## src/pkg/mac_cascade_consts.svh

```systemverilog
// constants for the cascade accumulate output stage
// assumes inclusion by bare name from the package and the design file
// Functional notes
// - bypass high shortens cascade path latency
// - all delays zero: sum appears three clocks later
// - accept low registers cascade word into sum
// - accept high ignores cascade port entirely
// - continue low restarts the running sum
// - continue high accumulates, rounding ignored
// - swap high outputs upper accumulator word
// - both overlapping 16-bit halves readable
// - swap low toggles upper and lower words
// - swap low loads no new results
// - enable low drives output register contents
// - enable high floats all sum lines
// - data, cascade, upper word are two's complement
// - round adds one at weight 2^7
// - rounding only on first accumulation cycle
// - negate controls subtract their product
`ifndef MAC_CASCADE_CONSTS_SVH
`define MAC_CASCADE_CONSTS_SVH
`define ACC_W        24
`define WORD_W       16
`define PROD_W       24
`define CAS_LSB      8
`define ROUND_BIT    7
`define CAS_STAGES   3
`define OUT_HI_LSB   8
`define ROUND_ONE    24'h00_0080
`define CHECK_WARMUP 4'h8
`endif

```

## src/pkg/mac_cascade_pkg.sv

```systemverilog
// types for the cascade accumulate output stage
// assumes the constants header is on the include path
`include "mac_cascade_consts.svh"
package mac_cascade_pkg;
    typedef logic signed [`ACC_W-1:0]  acc_t;
    typedef logic signed [`WORD_W-1:0] word_t;
    typedef enum logic [0:0] {
        SEL_UPPER = 1'b0,
        SEL_LOWER = 1'b1
    } word_sel_e;
endpackage

```

## src/hdl/mac_cascade_accumulate_output.sv

```systemverilog
// accumulator, cascade input and swapped output word stage
// assumes products arrive already pipelined and aligned by the caller
`timescale 1ns/1ps
`include "mac_cascade_consts.svh"
module mac_cascade_accumulate_output (
    input  wire logic                     clk_in,
    input  wire logic                     rst_in,
    input  wire logic signed [`PROD_W-1:0] product_ab_in,
    input  wire logic signed [`PROD_W-1:0] product_cd_in,
    input  wire logic                     negate_first_product_in,
    input  wire logic                     negate_second_product_in,
    input  wire logic signed [`WORD_W-1:0] cascade_word_in,
    input  wire logic                     cascade_accept_n_in,
    input  wire logic                     cascade_bypass_in,
    input  wire logic                     sum_continue_in,
    input  wire logic                     round_request_in,
    input  wire logic                     word_swap_in,
    input  wire logic                     output_enable_n_in,
    output logic      [`WORD_W-1:0]        sum_out,
    output logic      [`WORD_W-1:0]        sum_oe_out
);
    ////////////////////////////////////////////////////////////////////////
    // input registers; no reset, contents undefined until flushed
    mac_cascade_pkg::acc_t  ab_q;
    mac_cascade_pkg::acc_t  cd_q;
    logic                   negate_first_product_q;
    logic                   negate_second_product_q;
    logic                   cont_q;
    logic                   rnd_q;
    logic                   swap_q;
    mac_cascade_pkg::acc_t  cas_pipe_q [`CAS_STAGES];
    mac_cascade_pkg::acc_t  acc_q;
    logic [`WORD_W-1:0]     upper_q;
    logic [`WORD_W-1:0]     lower_q;
    mac_cascade_pkg::word_sel_e sel_q;
    logic [`WORD_W-1:0]     out_q;

    // cascade word placed at bits 8..23, dropped when not accepted
    wire mac_cascade_pkg::acc_t cas_aligned = cascade_accept_n_in ? '0 :
        {cascade_word_in, {`CAS_LSB{1'b0}}};

    always_ff @(posedge clk_in) begin
        ab_q   <= product_ab_in;
        cd_q   <= product_cd_in;
        negate_first_product_q <= negate_first_product_in;
        negate_second_product_q <= negate_second_product_in;
        cont_q <= sum_continue_in;
        rnd_q  <= round_request_in;
        swap_q <= word_swap_in;
    end

    // cascade delay pipe; stage 0 takes the aligned word
    generate
        for (genvar i = 0; i < `CAS_STAGES; i++) begin : g_cas
            if (i == 0) begin : g_first
                always_ff @(posedge clk_in) begin
                    cas_pipe_q[i] <= cas_aligned;
                end
            end else begin : g_next
                always_ff @(posedge clk_in) begin
                    cas_pipe_q[i] <= cas_pipe_q[i-1];
                end
            end
        end
    endgenerate

    ////////////////////////////////////////////////////////////////////////
    // summation
    // bypass takes the cascade word from the first stage, else the last
    wire mac_cascade_pkg::acc_t cas_sel = cascade_bypass_in ? cas_pipe_q[0] :
        cas_pipe_q[`CAS_STAGES-1];
    wire mac_cascade_pkg::acc_t ab_term = negate_first_product_q ? -ab_q : ab_q;
    wire mac_cascade_pkg::acc_t cd_term = negate_second_product_q ? -cd_q : cd_q;
    // rounding only on the first cycle of a sequence
    wire mac_cascade_pkg::acc_t rnd_term = (rnd_q && !cont_q) ?
        mac_cascade_pkg::acc_t'(1 << `ROUND_BIT) : '0;
    wire mac_cascade_pkg::acc_t base = cont_q ? acc_q : '0;
    wire mac_cascade_pkg::acc_t acc_d = base + ab_term + cd_term + cas_sel + rnd_term;

    always_ff @(posedge clk_in) begin
        acc_q <= acc_d;
    end

    ////////////////////////////////////////////////////////////////////////
    // double output register with toggle mode
    // in toggle mode the word shown next is the one not shown last
    function automatic logic [`WORD_W-1:0] toggle_word(
        input mac_cascade_pkg::word_sel_e last_sel,
        input logic [`WORD_W-1:0]         hi_word,
        input logic [`WORD_W-1:0]         lo_word
    );
        return (last_sel == mac_cascade_pkg::SEL_UPPER) ? lo_word : hi_word;
    endfunction

    wire mac_cascade_pkg::word_sel_e sel_flip = (sel_q == mac_cascade_pkg::SEL_UPPER) ?
        mac_cascade_pkg::SEL_LOWER : mac_cascade_pkg::SEL_UPPER;
    wire [`WORD_W-1:0] acc_upper = acc_q[`ACC_W-1:`OUT_HI_LSB];
    wire [`WORD_W-1:0] acc_lower = acc_q[`WORD_W-1:0];
    wire [`WORD_W-1:0] next_word = swap_q ? acc_upper :
        toggle_word(sel_q, upper_q, lower_q);

    always_ff @(posedge clk_in) begin
        if (swap_q) begin
            upper_q <= acc_upper;
            lower_q <= acc_lower;
            sel_q   <= mac_cascade_pkg::SEL_UPPER;
        end else begin
            sel_q <= sel_flip;
        end
        out_q <= next_word;
    end

    // enable is unclocked at the pin; the pad sees oe straight from the input
    always_comb begin
        sum_out    = out_q;
        sum_oe_out = {`WORD_W{!output_enable_n_in}};
    end

    ////////////////////////////////////////////////////////////////////////
    // check qualification: the datapath has no reset, so the checks wait
    // until the pipes have been flushed after a pulse on rst_in
    logic [3:0] warm_q;
    wire        checks_on = (warm_q == `CHECK_WARMUP);

    always_ff @(posedge clk_in) begin
        if (rst_in) begin
            warm_q <= 4'h0;
        end else if (!checks_on) begin
            warm_q <= warm_q + 4'h1;
        end
    end
endmodule

```

## config.mk

```make
export PLATFORM = sky130hd
export DESIGN_NAME = mac_cascade_accumulate_output
export DESIGN_NICKNAME = d
export VERILOG_FILES = /design/src/pkg/mac_cascade_pkg.sv /design/src/hdl/mac_cascade_accumulate_output.sv
export VERILOG_INCLUDE_DIRS = /design/src /design/src/pkg
export SDC_FILE = /design/constraint.sdc
export NUM_CORES = 1
export LEC_CHECK = 0
export BUFFER_PORTS_ARGS = -buffer_cell sky130_fd_sc_hd__buf_4
export CAP_MARGIN = 20
export CORE_ASPECT_RATIO = 0.7
export CORE_MARGIN = 1
export CORE_UTILIZATION = 57
export DETAILED_ROUTE_END_ITERATION = 10
export HOLD_SLACK_MARGIN = 0.08
export PLACE_DENSITY = 0.79
export SYNTH_ARGS = -nofsm -noshare
export SYNTH_HDL_FRONTEND = slang
export SYNTH_SLANG_ARGS = --single-unit
```

## constraint.sdc

```tcl
create_clock -name clk_in -period 7.66 [get_ports clk_in]
set_input_delay 2.298 -clock clk_in [delete_from_list [all_inputs] [get_ports clk_in]]
set_output_delay 2.298 -clock clk_in [all_outputs]
set_load 0.02 [all_outputs]
```

Yosys cells after proc, flatten, opt, wreduce, memory -nomap -nowiden. Memory sizes are Yosys's and may differ from the RTL's. Index checks and enable logic that the tools add are counted. Widths: inputs -> output; s select.

Flip-flop bits (word level): 126. RAM bits: 72. Bits of input ports: 74. Output and inout bits: 32. Logic and storage cells: 31. Memories kept: 1.

$add $sub $neg: 6. Muxes and demuxes: 9. Reductions and logical operators: 3.

Memories: cas_pipe_q (depth 3, width 24, read ports 3, clocked after Yosys merged registers in 0, write ports 3, line mac_cascade_accumulate_output.sv:31) `` mac_cascade_pkg::acc_t cas_pipe_q [`CAS_STAGES]; ``.

Operators by type and width (number): $mux 24 (5); $add 24x24->24 (3); $neg 24->24 (2); $mux 16 (2); $add 24x9->24 (1); $mux 8 (1); $logic_not 1->1 (2); $logic_and 1x1->1 (1); $mux 1 (1).

Longest topological paths before layout. Gate-level depths: netlist (run 1).

Depth in word-level cells: 6. Depth in mapped cells: 20. Depth with buffers taken out: 20.

Worst setup path after synthesis (run 1). Ideal clock, no wire load.

Path type: input-to-reg. From: input port cascade_bypass_in. To: register acc_q[23]. Setup time: 0.121 ns. Arrival: 6.069 ns. Slack: 1.470 ns. Stages on the path: 15. Cell sequence: clkbuf_1 > buf_1 > mux2_2 > fa_1 > inv_1 > fa_1 > inv_1 > ha_1 > o21a_1 > o211ai_1 > a2111oi_0 > o2111ai_1 > a31oi_1 > a31oi_1 > xnor2_1.

Word-level cells in the longest chain between the ends: 3.

Ends and longest elaborated chain: start: declaration (line mac_cascade_accumulate_output.sv:14) `input wire logic cascade_bypass_in,`; $mux 24 (line mac_cascade_accumulate_output.sv:70) `wire mac_cascade_pkg::acc_t cas_sel = cascade_bypass_in ? cas_pipe_q[0] :`; $add 24x24->24 (line mac_cascade_accumulate_output.sv:78) `wire mac_cascade_pkg::acc_t acc_d = base + ab_term + cd_term + cas_sel + rnd_term;`; $add 24x9->24 (line mac_cascade_accumulate_output.sv:78); via acc_d[23] (line mac_cascade_accumulate_output.sv:78); end signal: assignment (line mac_cascade_accumulate_output.sv:81) `acc_q <= acc_d;`; end: declaration (line mac_cascade_accumulate_output.sv:32) `mac_cascade_pkg::acc_t acc_q;`.

The timed path passes the listed nets, and every way through them passes these cells. A chain may end at the register's enable or synchronous reset.

Final worst setup path (run 1). Ends and elaborated chain as after synthesis.

==> results of run 1 <==
power groups by stage:
stage	Clock (uW)	Combinational (uW)	Sequential, uW
2_1_floorplan	0	877	1200
3_3_place_gp	0	1120	1210
3_5_place_dp	0	1170	1220
4_1_cts	820	1190	1200
5_1_grt	855	1330	1220
6_report	811	1190	1200
cell families (layout without fill, tap and decap cells):
| group | after synthesis | in the layout | synth area share |
|---|---|---|---|
| compound gates | 103 | 103 | 0.09254 |
| fa+ha+maj | 69 | 69 | 0.1573 |
| xor+xnor | 70 | 70 | 0.08290 |
| mux | 32 | 32 | 0.04568 |
| simple gates | 123 | 123 | 0.08729 |
| flops | 166 | 166 | 0.4818 |
| buf+inv | 88 | 194 | 0.05244 |
per-stage QoR:
stage	area [um^2]	hold slack, ns	setup slack (ns)	cells	power [uW]
6_report	8778	0.3259	1.849	919	3202
5_1_grt	8778	0.3317	1.675	919	3414
4_1_cts	8778	0.3251	1.889	919	3209
3_5_place_dp	8210	0.3121	1.518	887	2387
3_3_place_gp	8210	0.3100	1.494	887	2336
2_1_floorplan	7396	0.3096	1.470	651	2078
worst max-delay path: cells and delay by family:
family,cells,cell delay [ns]
compound gates,6,1.54
xor+xnor,1,0.14
fa+ha+maj,3,1.38
buf+inv,3,0.34
mux,1,0.40
registers in the layout, summed over array words and instances, names as in the netlist:
signal / cells
sel_q: 1
lower_q: 8
cas_pipe_q: 48
cd_q: 24
negate_second_product_q: 1
acc_q: 24
negate_first_product_q: 1
upper_q: 16
swap_q: 1
ab_q: 24
cont_q: 1
rnd_q: 1
sum_out: 16
area by class of cell:
cell class / count / area (um^2) / area share
Multi-Input combinational cell: 397 / 3445 / 0.3924
Inverter: 58 / 217.7 / 0.02480
Clock buffer: 21 / 481.7 / 0.05487
Clock inverter: 11 / 86.33 / 0.009835
Sequential cell: 166 / 3565 / 0.4061
Tap cell: 162 / 202.7 / 0.02309
Timing Repair Buffer: 104 / 780.7 / 0.08894
final timing paths:
check / to / depth (start not counted)
setup / recovery: acc_q[23]$_DFF_P_ / 14
hold / removal: cas_pipe_q[0][62]$_DFF_P_ / 0
setup reg to reg: acc_q[23]$_DFF_P_ / 16
hold reg to reg: cas_pipe_q[0][62]$_DFF_P_ / 0
cell usage in the layout, fill, tap and decap left out, types with 3 or more instances in the layout:
cell type | Yosys | layout
xnor2_1 | 60 | 60
mux2_2 | 14 | 14
nor2_1 | 10 | 10
and3_1 | 4 | 4
dfxtp_1 | 142 | 141
clkinv_4 | 0 | 3
or2_2 | 4 | 4
inv_1 | 58 | 58
buf_4 | 15 | 104
ha_1 | 29 | 29
clkbuf_16 | 0 | 18
fa_1 | 40 | 40
o21ai_0 | 36 | 36
o31ai_1 | 10 | 10
or2_1 | 3 | 3
o21a_1 | 5 | 5
o41ai_1 | 6 | 6
inv_4 | 0 | 3
a21oi_1 | 16 | 16
a21o_1 | 8 | 8
edfxtp_1 | 24 | 24
and2_1 | 9 | 9
or4_1 | 4 | 4
o21bai_1 | 3 | 3
inv_6 | 0 | 3
mux2i_1 | 18 | 18
nand2_1 | 51 | 51
nor2b_1 | 21 | 21
xor2_1 | 10 | 10
or3_1 | 8 | 8
a31oi_1 | 4 | 4
routing by layer:
metal / share of wire / GRT usage / routed length, um
met1: 0.49 / 0.3202 / 7133
met2: 0.44 / 0.3650 / 6394
met3: 0.051 / 0.05027 / 743
met4: 0.013 / 0.08124 / 181
met5: 0 / 0 / 0
Yosys cell counts (5+ instances only):
cell type and instances:
a21o_1 8, a21oi_1 16, mux2i_1 18, nor2_1 10, xnor2_1 60, fa_1 40
or3_1 8, ha_1 29, clkbuf_1 13, dfxtp_1 142, xor2_1 10, and2_1 9
nand2_1 51, o21ai_0 36, o21a_1 5, o41ai_1 6, nor2b_1 21, edfxtp_1 24
mux2_2 14, buf_4 15, o31ai_1 10, inv_1 58
==> run_results.csv, run 1 <==
group,metric,value,unit
run_status,status,"complete, but fails checks",
run_status,violations,"DRC",
sta,tightest_slew,1.008,ns
layout,final_util,0.6995,
yosys,async_flop_share,0,
power_and_ir_drop,clkPwrFrac,0.253,
yosys,synth_edf_count,24,
detailed_routing,first_iter_violations,255,
power_and_ir_drop,power.density,364.8,mW/mm^2
yosys,ys_types,48,
sta,fin_tns_setup,0,ns
global_route,grt_max_degree,58,
global_route,grt-ovfl-total,0,
sta,drv_slew,0,
global_route,grt.total_usage,0.2327,
layout,fill_cells,911,
clock_network,clock-root-buffer,"clkbuf_16",
power_and_ir_drop,swShare,0.3457,
floorplanning,io_pins,106,
power_and_ir_drop,power_frac_comb,0.371,
min_path,hold_class,"reg2reg",
sta,finalCriticalPeriod,5.811,ns
worst_setup_path,cp-start-kind,"input port",
sta,slew_headroom,0.3283,
yosys,synth_flop_cell,"dfxtp_1",
placed_design,numPortBuffers,104,
yosys,avgSynthCellArea,11.36,um^2
yosys,yosysTopAreaCell,"dfxtp_1",
flow_run,cap_violations,0,
yosys,ys_top_cells_by_area,"dfxtp_1 38%, fa_1 11%, edfxtp_1 9.7%, xnor2_1 7.1%, ha_1 4.9%",
power_and_ir_drop,p_seq_frac,0.376,
yosys,synth_fp_nets,794,
worst_setup_path,crit_chain,"buf_4 > mux2_2 > fa_1 > inv_1 > fa_1 > inv_1 > ha_1 > o21a_1 > o211ai_1 > a2111oi_0 > o2111ai_1 > a31oi_1 > a31oi_1 > xnor2_1",
worst_setup_path,r2r_start,"cd_q[4]$_DFF_P_",
worst_setup_path,cp.arrival,6.12,ns
sta,skew,0.01288,ns
floorplanning,core,0.01255,mm^2
floorplanning,dieArea,0.01344,mm^2
global_route,antenna_found_initial,0,
yosys,yosysTopAreaCellShare,0.3844,
detailed_routing,via_count,4700,
detailed_routing,dr.pass1.iters,7,
detailed_routing,wirelength,14.45,mm
worst_setup_path,required,7.97,ns
yosys,yosysSeqAreaShare,0.4818,
power_and_ir_drop,p_int,2095,uW
floorplanning,row_count,34,
floorplanning,die_h,97.30,um
power_and_ir_drop,vdd_drop_max,169.2,uV
global_route,grt_pass1_wl,24.08,mm
clock_network,path_clk_slew,0.07,ns
clock_network,cts-buffers-inserted,17,
placed_design,dp_hpwl,10.81,mm
min_path,hp-start,"cas_pipe_q[0][38]$_DFF_P_",
detailed_routing,avgViaCountPerCell,5.114,
worst_setup_path,slowest_stage,"a2111oi_0",
yosys,syn-cell-area,0.007396,mm^2
sta,rsz0062_at_grt,"false",
sta,max_freq,172.1,MHz
sta,layout_worst_path_cycle_share,0.7586,
layout,fin_nets,887,
floorplanning,start_util,0.5893,
detailed_routing,wl_per_cell,15.73,um
worst_setup_path,worst_setup_path_end_kind,"register",
worst_setup_path,max_stage_delay,0.59,ns
layout,drive_gt1_frac,0.2140,
yosys,synthCells,651,
worst_setup_path,regToRegSetupSlack,2.35,ns
placed_design,place.gp.congestion,0.8872,
detailed_routing,final_antenna_net_count,0,
layout,syn2layout_area_growth,18.69,%
power_and_ir_drop,net-switching-power,1107,uW
clock_network,clock_path_buffers,2,
layout,diodes,0,
yosys,ys_warn_count,0,
clock_network,clock_sinks,166,
power_and_ir_drop,leakage,0.003869,uW
global_route,grt_pass1_vias,4870,
sta,hold_viol,0,
clock_network,clkLatencyLatePin,0.42,ns
detailed_routing,drc,20,
worst_setup_path,startpoint,"cascade_bypass_in",
worst_setup_path,path_max_fanout,16,
clock_network,hold_buffers,0,
yosys,yosys_register_bits,166,
floorplanning,die_x,138.1,um
clock_network,cts_tree,"done",
clock_network,post-cts-setup-buffers,0,
sta,final-setup-viol-count,0,
worst_setup_path,crit_type,"in2reg",
clock_network,ctsResizeCount,0,
clock_network,h-tree-depth,4,
(Power assumes the default switching activity.)
==> run 2: changes to the inputs <==
--- a/config.mk
+++ b/config.mk
@@ -6,14 +6,15 @@
 export SDC_FILE = /design/constraint.sdc
 export NUM_CORES = 1
 export LEC_CHECK = 0
+export ABC_AREA = 1
 export BUFFER_PORTS_ARGS = -buffer_cell sky130_fd_sc_hd__buf_4
 export CAP_MARGIN = 20
 export CORE_ASPECT_RATIO = 0.7
 export CORE_MARGIN = 1
-export CORE_UTILIZATION = 57
+export CORE_UTILIZATION = 52
 export DETAILED_ROUTE_END_ITERATION = 10
 export HOLD_SLACK_MARGIN = 0.08
-export PLACE_DENSITY = 0.79
+export PLACE_DENSITY = 0.76
 export SYNTH_ARGS = -nofsm -noshare
 export SYNTH_HDL_FRONTEND = slang
 export SYNTH_SLANG_ARGS = --single-unit
==> constraint.sdc (replaced) <==
create_clock -name clk_in -period 4.9 [get_ports clk_in]
set_input_delay 1.47 -clock clk_in [delete_from_list [all_inputs] [get_ports clk_in]]
set_output_delay 1.47 -clock clk_in [all_outputs]
set_load 0.02 [all_outputs]
==> run 2 against run 1 <==
Net effect:
- the run now ends clean
- largest cell class is now multi-input gates
- via count increased by 24%
- register-to-register slack got worse by 1.7 ns
- combinational power increased by 82%
==> run_results.csv, run 2 <==
group,metric,value,unit
global_route,grt_pass1_wl,28.75,mm
placed_design,place.gp.congestion,0.9030,
floorplanning,core,0.01486,mm^2
min_path,hold_depth,0,
layout,fill_cells,1214,
yosys,yosysTopAreaCell,"dfxtp_1",
global_route,grt_max_degree,50,
power_and_ir_drop,vdd_drop_max,260.3,uV
worst_setup_path,max_stage_delay,0.53,ns
layout,postLayoutCellArea,0.009444,mm^2
layout,largest_register,"cas_pipe_q",
worst_setup_path,path_max_fanout,17,
layout,final_cell_mix,"141 x dfxtp_1, 137 x nand2_1, 125 x inv_1, 107 x buf_4, 80 x nor2_1",
sta,rsz0062_at_grt,"false",
floorplanning,dieArea,0.01589,mm^2
layout,mostFrequentLayoutCell,"dfxtp_1",
floorplanning,die_x,150.2,um
worst_setup_path,crit_chain,"buf_4 > mux2_2 > fa_1 > inv_1 > fa_1 > inv_1 > ha_1 > a21oi_1 > nor2_1 > o21ai_1 > nand2_1 > nand2_1 > nand2_1 > nor2_1 > inv_1 > nand2_1 > nand2_1",
floorplanning,start_util,0.5381,
sta,tightest_slew,0.9633,ns
yosys,synth_edf_count,24,
sta,finalCriticalPeriod,4.384,ns
clock_network,post-cts-setup-buffers,0,
detailed_routing,final_antenna_net_count,0,
global_route,antenna_found_initial,0,
yosys,ys_top_cells_by_area,"dfxtp_1 36%, fa_1 10%, edfxtp_1 9.0%, nand2_1 6.4%, inv_1 5.9%",
clock_network,clkLatencyLatePin,0.43,ns
detailed_routing,dr.pass1.iters,5,
yosys,synth_fp_nets,1008,
layout,syn2layout_area_growth,18.10,%
placed_design,placed_cell_area,0.008845,mm^2
sta,max_freq,228.1,MHz
layout,largest_reg_flops,48,
worst_setup_path,crit_type,"in2reg",
min_path,hold_end,"cas_pipe_q[0][65]$_DFF_P_",
yosys,avgSynthCellArea,9.244,um^2
placed_design,dp_hpwl,13.58,mm
layout,diodes,0,
layout,drive_gt1_frac,0.1924,
floorplanning,row_count,37,
yosys,synth_flop_cell,"dfxtp_1",
global_route,grt-ovfl-total,0,
floorplanning,die_h,105.8,um
floorplanning,io_pins,106,
sta,slew_headroom,0.3569,
clock_network,clock_path_buffers,2,
clock_network,cts-buffers-inserted,17,
yosys,synthCells,865,
detailed_routing,via_count,5846,
worst_setup_path,rr_endpoint,"acc_q[23]$_DFF_P_",
worst_setup_path,r2r_start,"cd_q[0]$_DFF_P_",
sta,layout_worst_path_cycle_share,0.8946,
detailed_routing,wirelength,17.44,mm
sta,fin_tns_setup,0,ns
yosys,synth.most_common_cell,"dfxtp_1",
sta,hold_viol,0,
clock_network,cts_tree,"done",
sta,skew,0.007120,ns
power_and_ir_drop,leakage,0.004517,uW
sta,whs,0.3267,ns
yosys,ys_warn_count,0,
sta,final-setup-viol-count,0,
min_path,hp-start,"cas_pipe_q[0][41]$_DFF_P_",
yosys,yosys_register_bits,166,
detailed_routing,first_iter_violations,368,
yosys,ys_types,46,
worst_setup_path,worst_setup_path_end_kind,"register",
yosys,yosysTopAreaCellShare,0.3555,
clock_network,ctsResizeCount,0,
worst_setup_path,cp.arrival,4.70,ns
clock_network,path_clk_slew,0.07,ns
worst_setup_path,required,5.22,ns
run_status,status,"completed",
detailed_routing,wl_per_cell,14.95,um
worst_setup_path,cp_common_cell,"nand2_1",
placed_design,numPortBuffers,104,
detailed_routing,avgViaCountPerCell,5.009,
power_and_ir_drop,power.density,568.9,mW/mm^2
worst_setup_path,slowest_stage,"fa_1",
sta,drv_slew,0,
min_path,hold_class,"reg2reg",
worst_setup_path,regToRegSetupSlack,0.67,ns
yosys,yosysSeqAreaShare,0.4456,
yosys,syn-cell-area,0.007996,mm^2
yosys,synth_commonest_cells,"142 x dfxtp_1, 137 x nand2_1, 125 x inv_1",
clock_network,h-tree-depth,4,
detailed_routing,drc,0,
yosys,async_flop_share,0,
global_route,grt_pass1_vias,5769,
layout,fin_nets,1102,
flow_run,cap_violations,0,
clock_network,clock_sinks,166,
worst_setup_path,ff2ff_path_depth,19,
clock_network,hold_buffers,0,
worst_setup_path,cp-start-kind,"input port",
clock_network,clock-root-buffer,"clkbuf_16",
global_route,grt.total_usage,0.2389,
[run 2: changes by cell type in the layout (fill, tap and decap cells not counted), sizes merged, moves of 20 or more]
cell   delta
a21oi    +20
inv      +71
nand2    +94
nand3    +27
nor2     +80
nor2b    -21
xnor2    -41
xor2     +34
[run 2: final cells by class]
cell class / instances / area, um^2 / area share
multi-input combinational: 540 / 3756 / 0.3977
tap: 195 / 244.0 / 0.02583
inverter: 127 / 476.7 / 0.05048
clock inverter: 14 / 160.2 / 0.01696
timing repair buffer: 107 / 803.3 / 0.08506
sequential: 166 / 3565 / 0.3775
clock buffer: 18 / 439.2 / 0.04650
[run 2: kinds of logic (layout without fill, tap and decap cells)]
logic type | after synthesis | count (layout) | share of synthesized area
xor gates and xnor gates | 63 | 63 | 0.06900
adders and majority gates | 69 | 69 | 0.1455
buffers and inverters | 159 | 266 | 0.08465
DFF | 166 | 166 | 0.4456
muxes | 15 | 15 | 0.02097
and+or+nand+nor | 282 | 282 | 0.1541
AOI/OAI and AO/OA | 111 | 111 | 0.08011
[run 2: worst max path at each step]
stage / startpoint / end / slack, ns / cells past startpoint
2_1_floorplan: cascade_bypass_in / acc_q[23]$_DFF_P_ / 0.38 / 18
3_3_place_gp: cascade_bypass_in / acc_q[23]$_DFF_P_ / 0.18 / 17
3_5_place_dp: cascade_bypass_in / acc_q[23]$_DFF_P_ / 0.15 / 17
4_1_cts: cascade_bypass_in / acc_q[23]$_DFF_P_ / 0.57 / 17
5_1_grt: cascade_bypass_in / acc_q[23]$_DFF_P_ / 0.35 / 17
6_report: cascade_bypass_in / acc_q[23]$_DFF_P_ / 0.52 / 17
[run 2: metrics by stage]
stage	power [uW]	std cells	setup WS (ns)	utilization
after floorplan	3407	865	0.3800	-
after global placement	3962	1135	0.1826	0.5952
after detailed placement	4011	1135	0.1489	0.5952
after CTS	5385	1167	0.5674	0.6355
after global routing	5769	1167	0.3482	0.6355
final	5373	1167	0.5164	0.6355
[run 2: worst max-delay path, delay by kind of cell]
family                     cells  cell delay (ns)
and+or+nand+nor                7             0.59
buffers and inverters          4             0.37
muxes                          1             0.40
adders and majority gates      3             1.41
AOI/OAI and AO/OA              2             0.44
[run 2: power by group]
group	leakage, uW	internal [uW]	switching [uW]
clock network	0.000301	780	581
logic	0.00279	828	1330
registers	0.00143	1690	159
total	0.00452	3300	2070
[run 2: layer usage]
metal  vias up  global-route usage  routed length (um)
met2       212              0.3565                7464
met5         -                   0                   0
met3        22             0.06320                1561
met1      2699              0.3379                8202
met4         0             0.06926                 216
li1       2913                   -                   -
